==> config.mk <==
export PLATFORM = sky130hd
export DESIGN_NAME = pap_protect
export DESIGN_NICKNAME = d
export VERILOG_FILES = /design/src/design/pap_pkg.sv /design/src/design/pap_protect.sv
export SDC_FILE = /design/constraint.sdc
export NUM_CORES = 1
export LEC_CHECK = 0
export ABC_AREA = 1
export BUFFER_PORTS_ARGS = -buffer_cell sky130_fd_sc_hd__buf_2
export CORE_MARGIN = 4
export CORE_UTILIZATION = 47
export DETAILED_ROUTE_END_ITERATION = 6
export GPL_ROUTABILITY_DRIVEN = 0
export GPL_TIMING_DRIVEN = 0
export SLEW_MARGIN = 20
export SYNTH_ARGS = -nofsm -noshare
export SYNTH_HDL_FRONTEND = slang
export SYNTH_SLANG_ARGS = --single-unit
==> constraint.sdc <==
create_clock -name clk_sys -period 6.65 [get_ports clk_sys]
set_clock_uncertainty 0.1 [all_clocks]
set_input_delay 0.9975 -clock clk_sys [delete_from_list [all_inputs] [get_ports clk_sys]]
set_output_delay 0.9975 -clock clk_sys [all_outputs]
set_load 0.03 [all_outputs]
==> src/design/pap_pkg.sv <==
// constants shared by the power amplifier protection block
package pap_pkg;
   // register bus geometry
   localparam int ADDR_W = 16;
   localparam int DATA_W = 8;
   // register offsets
   localparam logic [15:0] OFS_COMMON_CONTROL = 16'h0304;
   localparam logic [15:0] OFS_FADE_SOURCE = 16'h0301;
   localparam logic [15:0] OFS_LONG_THR_LOW = 16'h0305;
   localparam logic [15:0] OFS_LONG_THR_HIGH = 16'h0306;
   localparam logic [15:0] OFS_LONG_CONTROL = 16'h0307;
   localparam logic [15:0] OFS_LONG_PWR_LOW = 16'h0308;
   localparam logic [15:0] OFS_LONG_PWR_HIGH = 16'h0309;
   localparam logic [15:0] OFS_SHORT_THR_LOW = 16'h030a;
   localparam logic [15:0] OFS_SHORT_THR_HIGH = 16'h030b;
   localparam logic [15:0] OFS_SHORT_CONTROL = 16'h030c;
   localparam logic [15:0] OFS_SHORT_PWR_LOW = 16'h030d;
   localparam logic [15:0] OFS_SHORT_PWR_HIGH = 16'h030e;
   localparam logic [15:0] OFS_TX_FSM_CONTROL = 16'h030f;
   localparam logic [15:0] OFS_ROUTING_A = 16'h031f;
   localparam logic [15:0] OFS_ROUTING_B = 16'h0320;
   localparam logic [15:0] OFS_BLANKING = 16'h0321;
   localparam logic [15:0] OFS_FLUSH = 16'h0322;
   // field positions
   localparam int BIT_DET_ON = 7;
   localparam int BIT_GLOBAL_SHORT = 0;
   localparam int BIT_FADE_SHORT = 7;
   localparam int BIT_FADE_LONG = 6;
   localparam int BIT_FADE_TXEN = 1;
   localparam int BIT_TX_FSM_ON = 0;
   localparam int BIT_RT_SHORT = 6;
   localparam int BIT_RT_LONG = 5;
   localparam int BIT_RT_CRC = 4;
   localparam int BIT_RT_CODE = 3;
   localparam int BIT_RT_BLANK = 2;
   localparam int BIT_RT_TXFSM = 1;
   localparam int BIT_SW_FORCE = 0;
   localparam int BIT_RT_SWF = 7; // software force routing enable, spare writable bit
   localparam int BIT_RT_SLEW = 2;
   localparam int BIT_SW_TXEN = 3;
   localparam int BIT_SW_OVERRIDE = 2;
   localparam int BIT_FLUSH = 0;
   // reset values of the non-zero fields
   localparam logic RST_FADE_SHORT = 1'b1;
   localparam logic RST_FADE_LONG = 1'b1;
   localparam logic RST_FADE_TXEN = 1'b1;
   localparam logic RST_FLUSH = 1'b1;
   // protection clock period multipliers, in converter clocks
   localparam logic [10:0] PA_MULT_COARSE = 11'd4;
   localparam logic [10:0] PA_MULT_FINE = 11'd8;
   localparam logic [10:0] PA_PERIOD_FIXED = 11'd32;
   // long window exponent base
   localparam int LONG_BASE_EXP = 9;
   // number of datapath msbs used for power
   localparam int PWR_MSBS = 6;
   // transmit gate state machine, one-hot
   typedef enum logic [2:0] {
      TG_IDLE = 3'b001,
      TG_ON = 3'b010,
      TG_OFF = 3'b100
   } pap_tg_t;
endpackage

==> src/design/pap_protect.sv <==
// power amplifier protection: average power detectors, pin routing, tx gating
//
// Contract
// - long detector runs only when enabled
// - long power compared to 13-bit threshold
// - protection clock period from interpolation settings
// - long window is 2^(9+code) ticks
// - long result reads I^2+Q^2 from 6 msbs
// - short detector runs when enabled or when the global short bit is set
// - short power compared to 13-bit threshold
// - short window is 2^code ticks
// - short result reads I^2+Q^2 from 6 msbs
// - tx gate machine runs only when enabled
// - route short, long, crc errors to pin
// - route code-group link errors to pin
// - route blanking machine to pin
// - route tx gate machine to pin
// - software force drives pin high only while routing enable bit 7 is also set
// - route slew rate errors to pin
// - software tx enable used only when overriding
// - global bit turns on short protection
// - power errors start soft-off when enabled
// - tx enable fall starts soft-off when enabled
`timescale 1ns/1ps
`default_nettype none
module pap_protect #(
   parameter int unsigned LONG_EXP_BASE = pap_pkg::LONG_BASE_EXP // long window base exponent
) (
   input wire logic clk_sys, // converter-rate system clock
   input wire logic arst_n, // asynchronous reset, active low
   input wire logic ce, // clock enable, freezes all state but the reset synchroniser when low
   input wire logic reg_wr_en, // register write strobe
   input wire logic reg_rd_en, // register read strobe
   input wire logic [pap_pkg::ADDR_W-1:0] reg_addr, // register offset
   input wire logic [pap_pkg::DATA_W-1:0] reg_wdata, // register write data
   output logic [pap_pkg::DATA_W-1:0] reg_rdata, // register read data
   input wire logic [15:0] dac_i, // in-phase datapath word
   input wire logic [15:0] dac_q, // quadrature datapath word
   input wire logic [7:0] coarse_interp, // coarse interpolation factor
   input wire logic [7:0] fine_interp, // fine interpolation factor
   input wire logic tx_enable_in, // transmit enable input
   input wire logic sync_rotate_in, // sync logic rotation in progress
   input wire logic link_crc_error_in, // 64b/66b link crc error
   input wire logic link_code_error_in, // 8b/10b link error
   input wire logic slew_error_in, // slew rate error
   output logic protect_output_pin, // amplifier protection pin
   output logic fade_start, // soft-off request pulse
   output logic tx_enable_out, // transmit enable after override
   output logic flush_enable, // flush enable field
   output logic short_error, // short window error flag
   output logic long_error // long window error flag
);
   import pap_pkg::*;

   // all registered state of the block except the reset synchroniser
   typedef struct packed {
      logic [7:0] long_limit_lo; // long threshold low byte
      logic [4:0] long_limit_hi; // long threshold high field
      logic long_detector_on; // long detector enable
      logic [3:0] long_window_length_code; // long window code
      logic [7:0] short_limit_lo; // short threshold low byte
      logic [4:0] short_limit_hi; // short threshold high field
      logic short_detector_on; // short detector enable
      logic [1:0] short_window_length_code; // short window code
      logic short_protect_global_on; // global short enable
      logic tx_gate_fsm_on; // tx gate machine enable
      logic [7:0] route_a; // routing bits of the first routing register
      logic route_slew_error; // slew routing bit
      logic sw_tx_gate; // software tx enable
      logic sw_tx_gate_override; // software tx enable override
      logic flush_en; // flush enable
      logic short_error_fade_on; // short error soft-off source
      logic long_error_fade_on; // long error soft-off source
      logic txen_fade_on; // tx enable fall soft-off source
      logic [10:0] pa_cnt; // protection clock divider
      logic [36:0] long_acc; // long window accumulator
      logic [23:0] long_cnt; // ticks seen in long window
      logic [12:0] long_window_result; // last long average
      logic long_err; // long error flag
      logic [15:0] short_acc; // short window accumulator
      logic [2:0] short_cnt; // ticks seen in short window
      logic [12:0] short_window_result; // last short average
      logic short_err; // short error flag
      pap_tg_t tg; // tx gate machine state
      logic txctl_prev; // previous tx control level
      logic blank; // blanking machine output
      logic pin; // protection pin
      logic fade; // soft-off pulse
      logic txout; // gated tx enable
      logic [7:0] rdata; // read data
   } pap_state_t;

   pap_state_t q; // current state
   pap_state_t d; // next state
   logic [1:0] rst_sync; // reset release synchroniser
   logic rst_n; // synchronised reset

   // power of one sample from the six msbs of each word
   function automatic logic [12:0] pap_power(input logic [15:0] iw, input logic [15:0] qw);
      logic signed [5:0] is;
      logic signed [5:0] qs;
      logic [11:0] ip;
      logic [11:0] qp;
      is = iw[15 -: PWR_MSBS];
      qs = qw[15 -: PWR_MSBS];
      ip = 12'($signed(is) * $signed(is));
      qp = 12'($signed(qs) * $signed(qs));
      return {1'b0, ip} + {1'b0, qp};
   endfunction

   // protection clock period in converter clocks, never below one
   function automatic logic [10:0] pap_period(input logic [7:0] co, input logic [7:0] fi);
      logic [10:0] p;
      if (co != 8'h01) begin
         p = 11'(PA_MULT_COARSE * {3'h0, co});
      end else if (fi != 8'h01) begin
         p = 11'(PA_MULT_FINE * {3'h0, co});
      end else begin
         p = PA_PERIOD_FIXED;
      end
      return (p == 11'h000) ? 11'h001 : p;
   endfunction

   logic [12:0] sample_pwr; // power of the present sample
   logic [10:0] pa_period; // present tick period
   logic pa_tick; // one protection clock period elapsed
   logic tx_ctrl; // tx enable after override selection
   logic tx_fall; // falling edge of tx control
   logic short_run; // short detector active
   logic [4:0] long_shift; // long window exponent
   logic [23:0] long_last; // last tick index of long window
   logic [2:0] short_last; // last tick index of short window
   logic [36:0] long_total; // long sum including this tick
   logic [15:0] short_total; // short sum including this tick
   logic long_end; // long window closes this tick
   logic short_end; // short window closes this tick
   logic [12:0] long_avg; // long average at window end
   logic [12:0] short_avg; // short average at window end
   logic sw_force_on; // software force of the pin, both bits high

   assign sample_pwr = pap_power(dac_i, dac_q);
   assign pa_period = pap_period(coarse_interp, fine_interp);
   assign pa_tick = (q.pa_cnt >= pa_period - 11'h001);
   assign tx_ctrl = q.sw_tx_gate_override ? q.sw_tx_gate : tx_enable_in;
   assign tx_fall = q.txctl_prev & ~tx_ctrl;
   assign short_run = q.short_detector_on | q.short_protect_global_on;
   assign long_shift = 5'(LONG_EXP_BASE) + {1'b0, q.long_window_length_code};
   assign long_last = 24'((25'h1 << long_shift) - 25'h1);
   assign short_last = 3'((4'h1 << q.short_window_length_code) - 4'h1);
   assign long_total = q.long_acc + {24'h0, sample_pwr};
   assign short_total = q.short_acc + {3'h0, sample_pwr};
   assign long_end = pa_tick && (q.long_cnt == long_last);
   assign short_end = pa_tick && (q.short_cnt == short_last);
   assign long_avg = 13'(long_total >> long_shift);
   assign short_avg = 13'(short_total >> q.short_window_length_code);
   assign sw_force_on = q.route_a[BIT_RT_SWF] & q.route_a[BIT_SW_FORCE];

   // two-stage release of the asynchronous reset
   always_ff @(posedge clk_sys or negedge arst_n) begin
      if (!arst_n) begin
         rst_sync <= 2'b00;
      end else begin
         rst_sync <= {rst_sync[0], 1'b1};
      end
   end
   assign rst_n = rst_sync[1];

   // next-state logic for the whole block
   always_comb begin
      d = q;
      // protection clock divider
      d.pa_cnt = pa_tick ? 11'h000 : q.pa_cnt + 11'h001;
      // long window detector
      if (!q.long_detector_on) begin
         // detection off
         d.long_acc = '0;
         d.long_cnt = '0;
         d.long_err = 1'b0;
      end else if (long_end) begin
         // window complete: publish average and compare
         d.long_window_result = long_avg;
         d.long_err = long_avg > {q.long_limit_hi, q.long_limit_lo};
         d.long_acc = '0;
         d.long_cnt = '0;
      end else if (pa_tick) begin
         // accumulate one sample per protection tick
         d.long_acc = long_total;
         d.long_cnt = q.long_cnt + 24'h1;
      end
      // short window detector
      if (!short_run) begin
         // detection off
         d.short_acc = '0;
         d.short_cnt = '0;
         d.short_err = 1'b0;
      end else if (short_end) begin
         // window complete: publish average and compare
         d.short_window_result = short_avg;
         d.short_err = short_avg > {q.short_limit_hi, q.short_limit_lo};
         d.short_acc = '0;
         d.short_cnt = '0;
      end else if (pa_tick) begin
         // accumulate one sample per protection tick
         d.short_acc = short_total;
         d.short_cnt = q.short_cnt + 3'h1;
      end
      // tx gate state machine
      d.txctl_prev = tx_ctrl;
      d.txout = tx_ctrl;
      unique case (q.tg)
         TG_IDLE: begin
            // parked until enabled
            if (q.tx_gate_fsm_on) begin
               d.tg = tx_ctrl ? TG_ON : TG_OFF;
            end
         end
         TG_ON: begin
            // transmitting
            if (!q.tx_gate_fsm_on) begin
               d.tg = TG_IDLE;
            end else if (!tx_ctrl) begin
               d.tg = TG_OFF;
            end
         end
         TG_OFF: begin
            // transmit off, amplifier protected
            if (!q.tx_gate_fsm_on) begin
               d.tg = TG_IDLE;
            end else if (tx_ctrl) begin
               d.tg = TG_ON;
            end
         end
         default: begin
            d.tg = TG_IDLE;
         end
      endcase
      // blanking: during rotations and after tx enable falls until it returns
      d.blank = sync_rotate_in | tx_fall | (q.blank & ~tx_ctrl);
      // protection pin is the or of enabled sources
      d.pin = (q.route_a[BIT_RT_SHORT] & q.short_err)
         | (q.route_a[BIT_RT_LONG] & q.long_err)
         | (q.route_a[BIT_RT_CRC] & link_crc_error_in)
         | (q.route_a[BIT_RT_CODE] & link_code_error_in)
         | (q.route_a[BIT_RT_BLANK] & q.blank)
         | (q.route_a[BIT_RT_TXFSM] & (q.tg == TG_OFF))
         | sw_force_on
         | (q.route_slew_error & slew_error_in);
      // soft-off request on a new power error or a tx enable fall
      d.fade = (q.short_error_fade_on & d.short_err & ~q.short_err)
         | (q.long_error_fade_on & d.long_err & ~q.long_err)
         | (q.txen_fade_on & tx_fall);
      // register writes
      if (reg_wr_en) begin
         unique case (reg_addr)
            OFS_FADE_SOURCE: begin
               d.short_error_fade_on = reg_wdata[BIT_FADE_SHORT];
               d.long_error_fade_on = reg_wdata[BIT_FADE_LONG];
               d.txen_fade_on = reg_wdata[BIT_FADE_TXEN];
            end
            OFS_COMMON_CONTROL: begin
               d.short_protect_global_on = reg_wdata[BIT_GLOBAL_SHORT];
            end
            OFS_LONG_THR_LOW: begin
               d.long_limit_lo = reg_wdata;
            end
            OFS_LONG_THR_HIGH: begin
               d.long_limit_hi = reg_wdata[4:0];
            end
            OFS_LONG_CONTROL: begin
               d.long_detector_on = reg_wdata[BIT_DET_ON];
               d.long_window_length_code = reg_wdata[3:0];
            end
            OFS_SHORT_THR_LOW: begin
               d.short_limit_lo = reg_wdata;
            end
            OFS_SHORT_THR_HIGH: begin
               d.short_limit_hi = reg_wdata[4:0];
            end
            OFS_SHORT_CONTROL: begin
               d.short_detector_on = reg_wdata[BIT_DET_ON];
               d.short_window_length_code = reg_wdata[1:0];
            end
            OFS_TX_FSM_CONTROL: begin
               d.tx_gate_fsm_on = reg_wdata[BIT_TX_FSM_ON];
            end
            OFS_ROUTING_A: begin
               d.route_a = reg_wdata;
            end
            OFS_ROUTING_B: begin
               d.route_slew_error = reg_wdata[BIT_RT_SLEW];
            end
            OFS_BLANKING: begin
               d.sw_tx_gate = reg_wdata[BIT_SW_TXEN];
               d.sw_tx_gate_override = reg_wdata[BIT_SW_OVERRIDE];
            end
            OFS_FLUSH: begin
               d.flush_en = reg_wdata[BIT_FLUSH];
            end
            default: begin
               // unmapped writes are ignored
            end
         endcase
      end
      // register reads, one cycle late
      if (reg_rd_en) begin
         unique case (reg_addr)
            OFS_FADE_SOURCE: d.rdata = {q.short_error_fade_on, q.long_error_fade_on, 4'h0,
               q.txen_fade_on, 1'b0};
            OFS_COMMON_CONTROL: d.rdata = {7'h00, q.short_protect_global_on};
            OFS_LONG_THR_LOW: d.rdata = q.long_limit_lo;
            OFS_LONG_THR_HIGH: d.rdata = {3'h0, q.long_limit_hi};
            OFS_LONG_CONTROL: d.rdata = {q.long_detector_on, 3'h0, q.long_window_length_code};
            OFS_LONG_PWR_LOW: d.rdata = q.long_window_result[7:0];
            OFS_LONG_PWR_HIGH: d.rdata = {3'h0, q.long_window_result[12:8]};
            OFS_SHORT_THR_LOW: d.rdata = q.short_limit_lo;
            OFS_SHORT_THR_HIGH: d.rdata = {3'h0, q.short_limit_hi};
            OFS_SHORT_CONTROL: d.rdata = {q.short_detector_on, 5'h00,
               q.short_window_length_code};
            OFS_SHORT_PWR_LOW: d.rdata = q.short_window_result[7:0];
            OFS_SHORT_PWR_HIGH: d.rdata = {3'h0, q.short_window_result[12:8]};
            OFS_TX_FSM_CONTROL: d.rdata = {7'h00, q.tx_gate_fsm_on};
            OFS_ROUTING_A: d.rdata = q.route_a;
            OFS_ROUTING_B: d.rdata = {5'h00, q.route_slew_error, 2'b00};
            OFS_BLANKING: d.rdata = {4'h0, q.sw_tx_gate, q.sw_tx_gate_override, 2'b00};
            OFS_FLUSH: d.rdata = {7'h00, q.flush_en};
            default: d.rdata = 8'h00;
         endcase
      end
   end

   // state register, frozen while the clock enable is low
   always_ff @(posedge clk_sys or negedge rst_n) begin
      if (!rst_n) begin
         q <= '0;
         q.tg <= TG_IDLE;
         q.short_error_fade_on <= RST_FADE_SHORT;
         q.long_error_fade_on <= RST_FADE_LONG;
         q.txen_fade_on <= RST_FADE_TXEN;
         q.flush_en <= RST_FLUSH;
      end else if (ce) begin
         q <= d;
      end
   end

   // outputs straight from state
   assign reg_rdata = q.rdata;
   assign protect_output_pin = q.pin;
   assign fade_start = q.fade;
   assign tx_enable_out = q.txout;
   assign flush_enable = q.flush_en;
   assign short_error = q.short_err;
   assign long_error = q.long_err;
endmodule
`default_nettype wire

==> results.cfg <==
[timing]
finalHoldViolations = 0
slew_viol_final = 0
slew_headroom_pct = 31.9
fin_setup_tns_ps = -6480
period_needed_ps = 7920
timing.final.crit_share_pct = 119
tightestPinTransition_ps = 1020
report.final.setup_viol = 16
grt_setup_unrepaired = true
layout_setup_ws_ps = -1270
max_freq_mhz = 126

[setup_path]
critPathKind = input pin to flip-flop
ff2ff_path_depth = 28
slowest_delay_ps = 520
r2r-start = q[87]$_DFFE_PN0P_
path_delay_family = adder cells
arrival_ps = 8230
crit_fanout = 7
crit_required_ps = 6960
cp-end-kind = flip-flop
slowest_stage = fa_2
crit_path_frequent_cell = ha_4
worstSetupStartpointType = input pin
r2r_end = fade_start$_DFFE_PN0P_
worst-path-buf-inv = 9
r2r_slack_ps = 2380

[routing]
drtIter0Drc = 1520
num_vias = 16900
route.detailed.drc = 0
drt-pass1-iter-count = 6
viasPerCell = 5.54
detail_route.wirelength_um = 52500
ant_nets = 0
wl_per_cell_um = 17.2

[synth]
synth_top_family_by_area = simple AND/OR/NAND/NOR gates
synth-edff-count = 0
synthArstFlopShare_pct = 100
syn_inst = 2401
synth_compound_area_share_pct = 13.0
ys_seq_elements = 187
synth_top_flop_cell = dfrtp_1
yosysSeqAreaShare_pct = 27.9
yosysWarnings = 0
synthAdderAreaFrac_pct = 13.7
ys_types = 59
syn_avg_cell_area_um2 = 6.99
synth.area.mux_share_pct = 0.0596
synth_xor_area_share_pct = 4.64
netlist_area_mm2 = 0.0168
synth-simple-area-share_pct = 30.6

[layout]
fin_util_pct = 59.0
nets = 2822
antennaDiodeCount = 0
drive_gt1_share_pct = 21.2
area_growth_pct = 22.6
stdcell_area_mm2 = 0.0206

[die]
core_mm2 = 0.0349
rows = 68
start_util_pct = 48.1
dieHeight_um = 197
die_w_um = 197
die-area_mm2 = 0.0388
io_pins = 96

[clocking]
cts.sinks = 187
cts_tree = built
insertion_delay_ps = 470
cts_htree_levels = 4
numCtsBuffers = 17
clockBufferDepth = 2
ctsHoldBuffers = 0
clk_pin_slew_worst_paths_ps = 80
clockRootBuffer = clkbuf_16

[global_routing]
grt_pass1_wl_um = 83900
grtUsageTotal_pct = 26.8
grt_pass1_vias = 16100
grt_use_met1_pct = 38.1
antenna_found_initial = 0
grt_use_met2_pct = 43.0
busiest_layer = met2
grt_overflow = 0
grt_start_max_net_pins = 49
use_met3_pct = 3.93

[run_status]
status = complete, but fails checks
violations = negative setup slack

[placed_design]
dpl_cell_area_mm2 = 0.0180
hpwl_um = 39600
numPortBuffers = 73

[job]
cap_viol_max_count = 0

[hold_path]
hold_class = flip-flop to asynchronous set/reset pin
[layout make-up]
class | instances | area, um^2
Fill cell | 3248 | 14300
Multi-Input combinational cell | 1805 | 11800
Sequential cell | 187 | 4690
Inverter | 348 | 1320
Timing Repair Buffer | 157 | 1180
Tap cell | 455 | 569
Clock buffer | 20 | 447
Buffer | 64 | 409
Clock inverter | 12 | 129
[metal layers]
layer  vias up  part of all wire (%)
met5         -                     0
li1       8215                     -
met3        81                   5.6
met2       500                    46
met1      8084                    46
met4         0                   2.0
[registers in the layout (all words and copies together), names as in the netlist]
signal / flops
long_error: 1
fade_start: 1
tx_enable_out: 1
flush_enable: 1
protect_output_pin: 1
rst_sync: 2
short_error: 1
reg_rdata: 8
q: 171
[worst reg2reg max path: cells and delay by family (launching register included)]
kind	cells	cell delay, ps
AOI/OAI and AO/OA	2	290
adders and majority gates	3	990
buffers and inverters	3	180
DFF	1	380
and+or+nand+nor	20	2260
[cell usage in the layout (no fill, tap or decap), drive strengths merged, types with 4 or more instances in the layout]
master  instances
nand2         687
inv           348
nand3         251
buf           192
dfrtp         182
o21ai         164
nor2          150
ha            120
a21oi          80
xor2           61
o22ai          59
clkbuf         49
nand4          43
fa             40
nor3           36
xnor2          28
nor4           12
clkinv         12
or2             9
a221oi          8
o21bai          8
and2            7
a211oi          5
dfstp           5
a22o            4
conb            4
a31o            4
[worst max path at each step]
stage / from / end / slack [ps] / cells past startpoint
final: dac_q[10] / fade_start$_DFFE_PN0P_ / -1270 / 45
after global routing: dac_q[10] / fade_start$_DFFE_PN0P_ / -1570 / 50
after CTS: dac_q[15] / fade_start$_DFFE_PN0P_ / -1050 / 54
after detailed placement: dac_q[11] / fade_start$_DFFE_PN0P_ / -2580 / 48
after floorplan: dac_q[15] / fade_start$_DFFE_PN0P_ / -1040 / 50
after global placement: dac_q[11] / fade_start$_DFFE_PN0P_ / -2550 / 48
[Yosys cell counts (4+ instances only)]
master / n / area, um^2
a211oi_1: 5 / 37.5
a21oi_1: 80 / 400
a221oi_1: 8 / 70.1
a22o_1: 4 / 35.0
a31o_2: 4 / 35.0
and2_1: 7 / 43.8
buf_1: 9 / 33.8
buf_12: 4 / 80.1
buf_2: 9 / 45.0
buf_4: 10 / 75.1
clkbuf_1: 29 / 109
clkinv_1: 5 / 18.8
dfrtp_1: 182 / 4550
dfstp_2: 5 / 131
fa_1: 40 / 801
ha_1: 120 / 1500
inv_1: 341 / 1280
nand2_1: 681 / 2560
nand2_2: 4 / 25.0
nand3_1: 248 / 1240
nand4_1: 42 / 263
nor2_1: 144 / 541
nor2_2: 5 / 31.3
nor3_1: 36 / 180
nor4_1: 12 / 75.1
o21ai_0: 151 / 756
o21ai_1: 12 / 60.1
o21bai_1: 8 / 60.1
o22ai_1: 26 / 163
o22ai_2: 33 / 413
or2_2: 9 / 56.3
xnor2_1: 28 / 245
xor2_1: 61 / 534
[kinds of logic after synthesis]
logic type,after synthesis
simple gates,1200
other cells,1
xor+xnor,89
fa+ha+maj,160
flops,187
compound gates,351
mux,1
buf+inv,412
[timing repair]
action / 4_1_cts / 5_1_grt
pin swaps: 97 / 83
resized for setup: 200 / 127
endpoints found under the setup margin: 40 / 25
buffers inserted: 53 / 26
cloned: 1 / 0
endpoints found under the hold margin: 0 / 0
[through the flow]
stage	setup WS, ps	instances	hold slack, ps
finish	-1270	3048	171
global route	-1570	3048	177
CTS	-1050	3022	187
detailed placement	-2580	2936	183
global placement	-2550	2932	241
floorplan	-1040	2404	231
Power is not shown: default switching activity piles up to over one toggle a cycle in this logic, so the estimate is an artifact.
